File: src/design/cms_params.svh
`ifndef CMS_PARAMS_SVH
`define CMS_PARAMS_SVH

// ----------------------------------------
// timing
// ----------------------------------------
`define CMS_CLK_MHZ        125
`define CMS_TICK_US        1000
`define CMS_MS_PER_S       1000
`define CMS_END_DELAY_MS   30
`define CMS_FLASH_MS       250

// ----------------------------------------
// configuration limits and reset values
// ----------------------------------------
`define CMS_WIN_MIN_MS     1000
`define CMS_WIN_MAX_MS     16000
`define CMS_FACTOR_MIN     2
`define CMS_FACTOR_MAX     16
`define CMS_WIN_MS_RST     16'h0FA0
`define CMS_FACTOR_RST     5'h04
`define CMS_TIMEOUT_S_RST  16'h0258

// ----------------------------------------
// register offsets and fields
// ----------------------------------------
`define CMS_OFF_CTRL       8'h00
`define CMS_OFF_WINDOW     8'h04
`define CMS_OFF_FACTOR     8'h08
`define CMS_OFF_TIMEOUT    8'h0C
`define CMS_OFF_STATUS     8'h10
`define CMS_OFF_IRQ_STAT   8'h14
`define CMS_OFF_IRQ_EN     8'h18
`define CMS_OFF_IRQ_CLR    8'h1C
`define CMS_CTRL_UNIDIR    0
`define CMS_EV_START       0
`define CMS_EV_END         1
`define CMS_EV_TIMEOUT     2
`define CMS_EV_REFUSE      3
`define CMS_RESP_OKAY      2'h0
`define CMS_RESP_SLVERR    2'h2

`endif

File: src/design/cms_pkg.sv
package cms_pkg;
	typedef enum logic [2:0] {ST_IDLE, ST_ARMED, ST_MUTING, ST_ENDING, ST_WAIT_LOW} cms_phase_type;
	typedef logic [1:0] cms_pair_type;
	typedef struct packed {
		logic        unidir;
		logic [15:0] window_ms;
		logic [4:0]  factor;
		logic [15:0] timeout_s;
	} cms_cfg_type;
	typedef struct packed {
		logic [2:0]    sync_a;
		logic [2:0]    sync_b;
		logic          in_a;
		logic          in_b;
		cms_phase_type phase;
		logic          first_b;
		logic [19:0]   tick_cnt;
		logic [13:0]   win_ms;
		logic [13:0]   delay_ms;
		logic [25:0]   mute_ms;
		logic [4:0]    end_ms;
		logic [7:0]    flash_ms;
		logic          forced_safe;
		cms_pair_type  pair;
		logic          lamp;
		logic          display;
		cms_pair_type  area;
		cms_cfg_type   cfg;
		logic [3:0]    irq_status;
		logic [3:0]    irq_en;
		logic          irq;
		logic          aw_have;
		logic [7:0]    awaddr;
		logic          w_have;
		logic [31:0]   wdata;
		logic [3:0]    wstrb;
		logic          bvalid;
		logic [1:0]    bresp;
		logic          rvalid;
		logic [31:0]   rdata;
		logic [1:0]    rresp;
	} cms_state_type;
endpackage : cms_pkg

File: src/design/cms_sequencer.sv
// Added by the designer: the AXI4-Lite slave port and the register offsets.
`timescale 1ns/1ns
`include "cms_params.svh"

// Behaviour
// - timeout while muting cancels it and forces the output pair to safe state
// - muting timeout is a software register with a delivered default
// - output pair stays on for the whole muting state
// - at most one muting area (input or output side) is active
// - no muting entry while an object is detected in the safety zone
// - muting shown on lamp output and on display output
// - muting starts when both inputs rise, either order, within window
// - activation window configurable from 1 to 16 seconds
// - bidirectional: muting ends at most 30 ms after an input falls
// - both modes end muting when the duration limit is reached
// - unidirectional: muting ends after measured delay times factor 2..16
// - lamp flashes while muting, off when muting ends
module cms_sequencer #(
	parameter int TICK_CYCLES = `CMS_TICK_US * `CMS_CLK_MHZ
) (
	input  wire logic          clk,
	input  wire logic          rstn,
	input  wire logic          ce,
	input  wire logic          muting_in_1,
	input  wire logic          muting_in_2,
	input  wire logic          object_detected,
	output cms_pkg::cms_pair_type safety_output_pair,
	output logic               muting_lamp,
	output logic               muting_display,
	output cms_pkg::cms_pair_type muting_area,
	output logic               irq,
	input  wire logic          awvalid,
	output logic               awready,
	input  wire logic [7:0]    awaddr,
	input  wire logic          wvalid,
	output logic               wready,
	input  wire logic [31:0]   wdata,
	input  wire logic [3:0]    wstrb,
	output logic               bvalid,
	input  wire logic          bready,
	output logic [1:0]         bresp,
	input  wire logic          arvalid,
	output logic               arready,
	input  wire logic [7:0]    araddr,
	output logic               rvalid,
	input  wire logic          rready,
	output logic [31:0]        rdata,
	output logic [1:0]         rresp
);
	import cms_pkg::*;

	cms_state_type s;
	cms_state_type next_s;
	logic          tick;
	logic          muting_now;
	logic          first_hi;
	logic          other_hi;
	logic          expired;
	logic          tmo_hit;
	logic          uni_hit;
	logic [3:0]    ev;
	logic [3:0]    clr;
	logic [32:0]   rd;
	logic [32:0]   rq;
	logic [31:0]   mask;
	logic [31:0]   wv;

	// ----------------------------------------
	// register read decode
	// ----------------------------------------
	function automatic logic [32:0] reg_read(input cms_state_type st, input logic [7:0] a);
		if (a == `CMS_OFF_CTRL) begin
			return {1'b1, 31'h0, st.cfg.unidir};
		end else if (a == `CMS_OFF_WINDOW) begin
			return {1'b1, 16'h0, st.cfg.window_ms};
		end else if (a == `CMS_OFF_FACTOR) begin
			return {1'b1, 27'h0, st.cfg.factor};
		end else if (a == `CMS_OFF_TIMEOUT) begin
			return {1'b1, 16'h0, st.cfg.timeout_s};
		end else if (a == `CMS_OFF_STATUS) begin
			return {1'b1, 26'h0, st.forced_safe, st.in_b, st.in_a, st.phase};
		end else if (a == `CMS_OFF_IRQ_STAT) begin
			return {1'b1, 28'h0, st.irq_status};
		end else if (a == `CMS_OFF_IRQ_EN) begin
			return {1'b1, 28'h0, st.irq_en};
		end else if (a == `CMS_OFF_IRQ_CLR) begin
			return {1'b1, 32'h0};
		end else begin
			return {1'b0, 32'h0};
		end
	endfunction : reg_read

	assign tick       = s.tick_cnt == 20'(TICK_CYCLES - 1);
	assign muting_now = s.phase == ST_MUTING || s.phase == ST_ENDING;
	assign first_hi   = s.first_b ? s.in_b : s.in_a;
	assign other_hi   = s.first_b ? s.in_a : s.in_b;
	assign expired    = 16'(s.win_ms) >= s.cfg.window_ms;
	assign tmo_hit    = s.mute_ms >= 26'(s.cfg.timeout_s) * 26'(`CMS_MS_PER_S);
	assign uni_hit    = s.mute_ms >= 26'(s.delay_ms) * 26'(s.cfg.factor);
	assign mask       = {{8{s.wstrb[3]}}, {8{s.wstrb[2]}}, {8{s.wstrb[1]}}, {8{s.wstrb[0]}}};

	always_comb begin
		next_s = s;
		ev     = 4'h0;
		clr    = 4'h0;
		rd     = reg_read(s, s.awaddr);
		rq     = reg_read(s, araddr);
		wv     = (rd[31:0] & ~mask) | (s.wdata & mask);
		// ----------------------------------------
		// sensor inputs: third stage must agree with second before a change counts
		// ----------------------------------------
		next_s.sync_a = {s.sync_a[1:0], muting_in_1};
		next_s.sync_b = {s.sync_b[1:0], muting_in_2};
		if (s.sync_a[1] == s.sync_a[2]) next_s.in_a = s.sync_a[2];
		if (s.sync_b[1] == s.sync_b[2]) next_s.in_b = s.sync_b[2];
		next_s.tick_cnt = tick ? 20'h0 : s.tick_cnt + 20'h1;
		// ----------------------------------------
		// muting sequence
		// ----------------------------------------
		case (s.phase)
			ST_IDLE: begin
				if (s.in_a || s.in_b) begin
					next_s.phase   = ST_ARMED;
					next_s.first_b = s.in_b && !s.in_a;
					next_s.win_ms  = 14'h0;
				end
			end
			ST_ARMED: begin
				if (tick && s.win_ms != 14'h3FFF) next_s.win_ms = s.win_ms + 14'h1;
				if (other_hi) begin
					if (!first_hi || expired || object_detected) begin
						next_s.phase = ST_WAIT_LOW;
						ev[`CMS_EV_REFUSE] = 1'b1;
					end else begin
						next_s.phase    = ST_MUTING;
						next_s.delay_ms = s.win_ms;
						next_s.mute_ms  = 26'h0;
						ev[`CMS_EV_START] = 1'b1;
					end
				end else if (!first_hi) begin
					next_s.phase = ST_IDLE;
				end
			end
			ST_MUTING, ST_ENDING: begin
				if (tick) next_s.mute_ms = s.mute_ms + 26'h1;
				if (s.phase == ST_ENDING && tick) next_s.end_ms = s.end_ms + 5'h1;
				if (tmo_hit) begin
					next_s.phase       = ST_WAIT_LOW;
					next_s.forced_safe = 1'b1;
					ev[`CMS_EV_TIMEOUT] = 1'b1;
					ev[`CMS_EV_END]     = 1'b1;
				end else if (s.cfg.unidir) begin
					if (uni_hit) begin
						next_s.phase = ST_WAIT_LOW;
						ev[`CMS_EV_END] = 1'b1;
					end
				end else if (s.phase == ST_MUTING) begin
					if (!s.in_a || !s.in_b) begin
						next_s.phase  = ST_ENDING;
						next_s.end_ms = 5'h0;
					end
				end else if (tick && s.end_ms == 5'(`CMS_END_DELAY_MS - 1)) begin
					next_s.phase = ST_WAIT_LOW;
					ev[`CMS_EV_END] = 1'b1;
				end
			end
			ST_WAIT_LOW: begin
				if (!s.in_a && !s.in_b) begin
					next_s.phase       = ST_IDLE;
					next_s.forced_safe = 1'b0;
				end
			end
			default: begin
				next_s.phase = ST_WAIT_LOW;
			end
		endcase
		// ----------------------------------------
		// outputs, registered so they line up with the phase field
		// ----------------------------------------
		if (next_s.phase == ST_MUTING || next_s.phase == ST_ENDING) begin
			next_s.pair    = 2'h3;
			next_s.display = 1'b1;
			next_s.area    = next_s.first_b ? 2'h2 : 2'h1;
			if (!muting_now) begin
				next_s.lamp     = 1'b1;
				next_s.flash_ms = 8'h0;
			end else if (tick) begin
				if (s.flash_ms == 8'(`CMS_FLASH_MS - 1)) begin
					next_s.lamp     = !s.lamp;
					next_s.flash_ms = 8'h0;
				end else begin
					next_s.flash_ms = s.flash_ms + 8'h1;
				end
			end
		end else begin
			// the pair follows the detection input with one cycle of latency
			next_s.pair     = (!object_detected && !next_s.forced_safe) ? 2'h3 : 2'h0;
			next_s.display  = 1'b0;
			next_s.area     = 2'h0;
			next_s.lamp     = 1'b0;
			next_s.flash_ms = 8'h0;
		end
		// ----------------------------------------
		// bus slave
		// ----------------------------------------
		if (awvalid && awready) begin
			next_s.aw_have = 1'b1;
			next_s.awaddr  = awaddr;
		end
		if (wvalid && wready) begin
			next_s.w_have = 1'b1;
			next_s.wdata  = wdata;
			next_s.wstrb  = wstrb;
		end
		if (s.bvalid && bready) next_s.bvalid = 1'b0;
		if (s.aw_have && s.w_have) begin
			next_s.aw_have = 1'b0;
			next_s.w_have  = 1'b0;
			next_s.bvalid  = 1'b1;
			next_s.bresp   = rd[32] ? `CMS_RESP_OKAY : `CMS_RESP_SLVERR;
			if (s.awaddr == `CMS_OFF_CTRL) begin
				next_s.cfg.unidir = wv[`CMS_CTRL_UNIDIR];
			end else if (s.awaddr == `CMS_OFF_WINDOW) begin
				// out-of-range values are clamped rather than refused
				if (wv < `CMS_WIN_MIN_MS) next_s.cfg.window_ms = 16'(`CMS_WIN_MIN_MS);
				else if (wv > `CMS_WIN_MAX_MS) next_s.cfg.window_ms = 16'(`CMS_WIN_MAX_MS);
				else next_s.cfg.window_ms = wv[15:0];
			end else if (s.awaddr == `CMS_OFF_FACTOR) begin
				if (wv < `CMS_FACTOR_MIN) next_s.cfg.factor = 5'(`CMS_FACTOR_MIN);
				else if (wv > `CMS_FACTOR_MAX) next_s.cfg.factor = 5'(`CMS_FACTOR_MAX);
				else next_s.cfg.factor = wv[4:0];
			end else if (s.awaddr == `CMS_OFF_TIMEOUT) begin
				next_s.cfg.timeout_s = (wv[15:0] == 16'h0) ? 16'h1 : wv[15:0];
			end else if (s.awaddr == `CMS_OFF_IRQ_EN) begin
				next_s.irq_en = wv[3:0];
			end else if (s.awaddr == `CMS_OFF_IRQ_CLR) begin
				clr = wv[3:0];
			end
		end
		if (s.rvalid && rready) next_s.rvalid = 1'b0;
		if (arvalid && arready) begin
			next_s.rvalid = 1'b1;
			next_s.rdata  = rq[31:0];
			next_s.rresp  = rq[32] ? `CMS_RESP_OKAY : `CMS_RESP_SLVERR;
		end
		// an event in the same cycle as its clear keeps the bit set
		next_s.irq_status = (s.irq_status & ~clr) | ev;
		next_s.irq        = |(next_s.irq_status & next_s.irq_en);
	end

	always_ff @(posedge clk) begin
		if (!rstn) begin
			s               <= '0;
			s.phase         <= ST_IDLE;
			s.cfg.window_ms <= `CMS_WIN_MS_RST;
			s.cfg.factor    <= `CMS_FACTOR_RST;
			s.cfg.timeout_s <= `CMS_TIMEOUT_S_RST;
		end else if (ce) begin
			s <= next_s;
		end
	end

	assign safety_output_pair = s.pair;
	assign muting_lamp        = s.lamp;
	assign muting_display     = s.display;
	assign muting_area        = s.area;
	assign irq                = s.irq;
	assign awready            = !s.aw_have && !s.bvalid;
	assign wready             = !s.w_have && !s.bvalid;
	assign bvalid             = s.bvalid;
	assign bresp              = s.bresp;
	assign arready            = !s.rvalid;
	assign rvalid             = s.rvalid;
	assign rdata              = s.rdata;
	assign rresp              = s.rresp;
endmodule : cms_sequencer

File: config.mk
export PLATFORM = sky130hd
export DESIGN_NAME = cms_sequencer
export DESIGN_NICKNAME = d
export VERILOG_FILES = /design/src/design/cms_pkg.sv /design/src/design/cms_sequencer.sv
export VERILOG_INCLUDE_DIRS = /design/src /design/src/design
export SDC_FILE = /design/constraint.sdc
export NUM_CORES = 1
export LEC_CHECK = 0
export BUFFER_PORTS_ARGS = -buffer_cell sky130_fd_sc_hd__buf_2
export CAP_MARGIN = 25
export CORE_MARGIN = 2
export CORE_UTILIZATION = 52
export DETAILED_ROUTE_END_ITERATION = 12
export GPL_TIMING_DRIVEN = 0
export PLACE_DENSITY = 0.67
export SYNTH_ARGS = -nofsm -noshare
export SYNTH_HDL_FRONTEND = slang
export SYNTH_SLANG_ARGS = --single-unit
File: constraint.sdc
create_clock -name clk -period 17.35 [get_ports clk]
set_clock_uncertainty 0.1 [all_clocks]
set_input_delay 1.735 -clock clk [delete_from_list [all_inputs] [get_ports clk]]
set_output_delay 1.735 -clock clk [all_outputs]
set_load 0.005 [all_outputs]
==> flow_summary.toml <==
[drt]
ant_nets = 0
via_count = 14200
wl_um = 43900
firstDrtPassIters = 5
drcViolationCount = 0
first_iter_violations = 884
wl_per_cell_um = 17.5
viasPerCell = 5.67

[global_route]
antenna_found_initial = 0
track_usage_pct = 26.5
grt_pass1_vias = 13700
grt_max_degree = 15
grt_pass1_wl_um = 70700
grt_overflow_total = 0

[yosys]
synth_area_leader_cell = "dfxtp_1"
synth_seq_cells = 218
synth_cell_types = 99
ys_top_cells_by_area = "dfxtp_1, fa_1, ha_1"
syn_inst = 1950
netlist.area_leader.share_pct = 26.6
ys.flop_type = "dfxtp_1"
synth-seq-area-share_pct = 26.6
synth_edf_count = 0
yosysWarnings = 0
syn_area_mm2 = 0.0164
async_reset_ff_share_pct = 0
syn_area_per_cell_um2 = 8.42

[final_layout]
final_util_pct = 58.3
fin_nets = 2382
n_antenna_cell = 0
final_cell_count_no_fill = 2503
drive_above_1_share_pct = 10.4
n_fill_cell = 2890
syn2layout_area_growth_pct = 11.1

[power]
switching_share_pct = 24.9
p_int_w = 0.000842
combPwrFrac_pct = 8.0
seqPwrFrac_pct = 45.9
leakagePower_nw = 8.15
p_switching_w = 0.000279
power_density_mw_per_mm2 = 61.4
clkPwrFrac_pct = 46.1
ir_drop_v = 0.0000699

[worst_hold_path]
hp-class = "reg2reg"

[timing]
grt_setup_unrepaired = "false"
min_period_ns = 7.82
hold_viol_final = 0
slew_headroom_pct = 32.7
period_share_pct = 45.1
setup_viol = 0
fin_setup_tns_ns = 0
tightest_slew_ns = 1.01
timing.fmax_ghz = 0.128
fin_ws_ns = 9.53
finalMaxSlewViolations = 0

[placement]
post-dp-hpwl_um = 34800
portBuffers = 90
place_congestion = 0.970
dp_cells = 2460
preCtsSetupSlack_ns = 9.39

[clocking]
root_buffer = "clkbuf_16"
cts_tree = "yes"
postCtsHoldBufs = 0
cts.sinks = 218
clk_latency_ns = 0.53
clk_pin_slew_worst_paths_ns = 0.06
cts_resized = 0
clock_path_buffers = 3
numCtsBuffers = 25
post_cts_buffers = 0
cts.htree.levels = 1

[floorplanning]
fp.dieH_um = 182
initial_core_util_pct = 52.4
die_area_mm2 = 0.0330
core_mm2 = 0.0313
rows = 65
fp.dieW_um = 182
io_pins = 111

[critical_path]
endpoint_kind = "register"
crit_type = "reg2reg"
required_ns = 17.64
start_kind = "register"
cp_max_fo = 8
cp.arrival_ns = 8.11

[job]
cap_violations = 0

[status]
status = "completed"
-- flip-flops by register name (all words and copies together), names as in the netlist --
| name | flops |
|---|---|
| muting_lamp | 1 |
| irq | 1 |
| safety_output_pair | 1 |
| muting_display | 1 |
| muting_area | 2 |
| s | 184 |
| bresp | 1 |
| rvalid | 1 |
| next_s | 4 |
| rresp | 1 |
| rdata | 16 |
| bvalid | 1 |
| mask | 4 |
-- worst paths after layout --
| kind | from | end | slack (ns) | cells past startpoint |
|---|---|---|---|---|
| max reg2reg | s[93] | s[141] | 9.53 | 24 |
| max | s[93] | s[141] | 9.53 | 24 |
| min | mask[24] | mask[24] | 0.35 | 2 |
| min reg2reg | mask[24] | mask[24] | 0.35 | 2 |
-- stage by stage --
stage	total power, W	hold WS (ns)	cell area, um2
after CTS	0.00113	0.353	18200
after global routing	0.00116	0.372	18300
after detailed placement	0.000613	0.344	17500
after floorplan	0.000583	0.332	16500
final	0.00112	0.350	18300
after global placement	0.000612	0.339	17400
-- routing by layer --
layer | GRT usage (%) | routed length (um) | vias to the layer above
met5 | 0 | 0 | -
met3 | 3.83 | 2730 | 100
met1 | 36.6 | 20100 | 6691
li1 | - | - | 6956
met4 | 9.24 | 1540 | 0
met2 | 42.6 | 19500 | 446
-- power by group through the flow --
stage               clock network, W  logic [W]  registers, W
floorplan                          0  0.0000589      0.000524
global placement                   0  0.0000865      0.000526
detailed placement                 0  0.0000874      0.000526
CTS                         0.000526  0.0000877      0.000515
global route                0.000547  0.0000971      0.000516
finish                      0.000517  0.0000892      0.000515
-- cell families (layout without fill, tap and decap cells) --
kind of cell / after synthesis / after routing / synth area share [%]
compound gates: 394 / 394 / 15.7
xor+xnor: 81 / 81 / 4.32
fa+ha+maj: 233 / 233 / 21.9
buf+inv: 277 / 411 / 7.75
flops: 218 / 218 / 26.6
mux: 54 / 54 / 3.37
other cells: 1 / 18 / 0.0228
simple gates: 692 / 692 / 20.4
-- cells in the final DEF (no fill, tap or decap), types with 57 or more instances in the layout --
| cell type | count |
|---|---|
| nand3_1 | 63 |
| a21oi_1 | 149 |
| dfxtp_1 | 218 |
| ha_1 | 143 |
| buf_2 | 95 |
| nand2_1 | 184 |
| and2_1 | 58 |
| fa_1 | 90 |
| o21ai_0 | 57 |
| nor2_1 | 203 |
| inv_1 | 161 |
-- critical path: stages (launching register included) --
cell and delay (ns):
dfxtp_1 0.59, fa_1 0.49, inv_1 0.09, fa_1 0.44, fa_1 0.49, fa_1 0.51, inv_1 0.04, ha_1 0.34
o21a_1 0.14, a2111oi_0 0.56, o31ai_1 0.20, o41a_1 0.38, a21o_1 0.21, a211oi_1 0.41, o21ai_1 0.16, xnor2_1 0.24
ha_1 0.28, nand4_1 0.12, nor2_1 0.06, nor4_1 0.16, o211ai_1 0.16, o22a_1 0.37, o41ai_1 0.87, or3_1 0.21
a21oi_1 0.06
-- Yosys cell counts (13+ instances only) --
library cell and count:
buf_4 41, or3_1 25, nor2b_1 15, o21ai_0 57, xnor2_1 35, inv_1 161
o21a_1 14, and2_1 58, nor2_1 203, nand4_1 22, and3_1 21, dfxtp_1 218
xor2_1 46, clkbuf_1 53, nand3_1 63, o31ai_1 13, nand2_1 184, nor3_1 36
a21oi_1 149, a21o_1 17, ha_1 143, fa_1 90, mux2i_1 48, a22oi_1 16
nor4_1 13
-- cell type report --
class	instances	area, um2	share of cell area (%)
timing repair buffer	92	460	2.52
tap	402	503	2.76
sequential	218	4360	23.9
clock buffer	32	702	3.85
inverter	164	616	3.37
clock inverter	10	93.8	0.514
buffer	113	657	3.60
multi-input combinational	1472	10900	59.5
No activity file was read; power rests on OpenSTA's default activity.
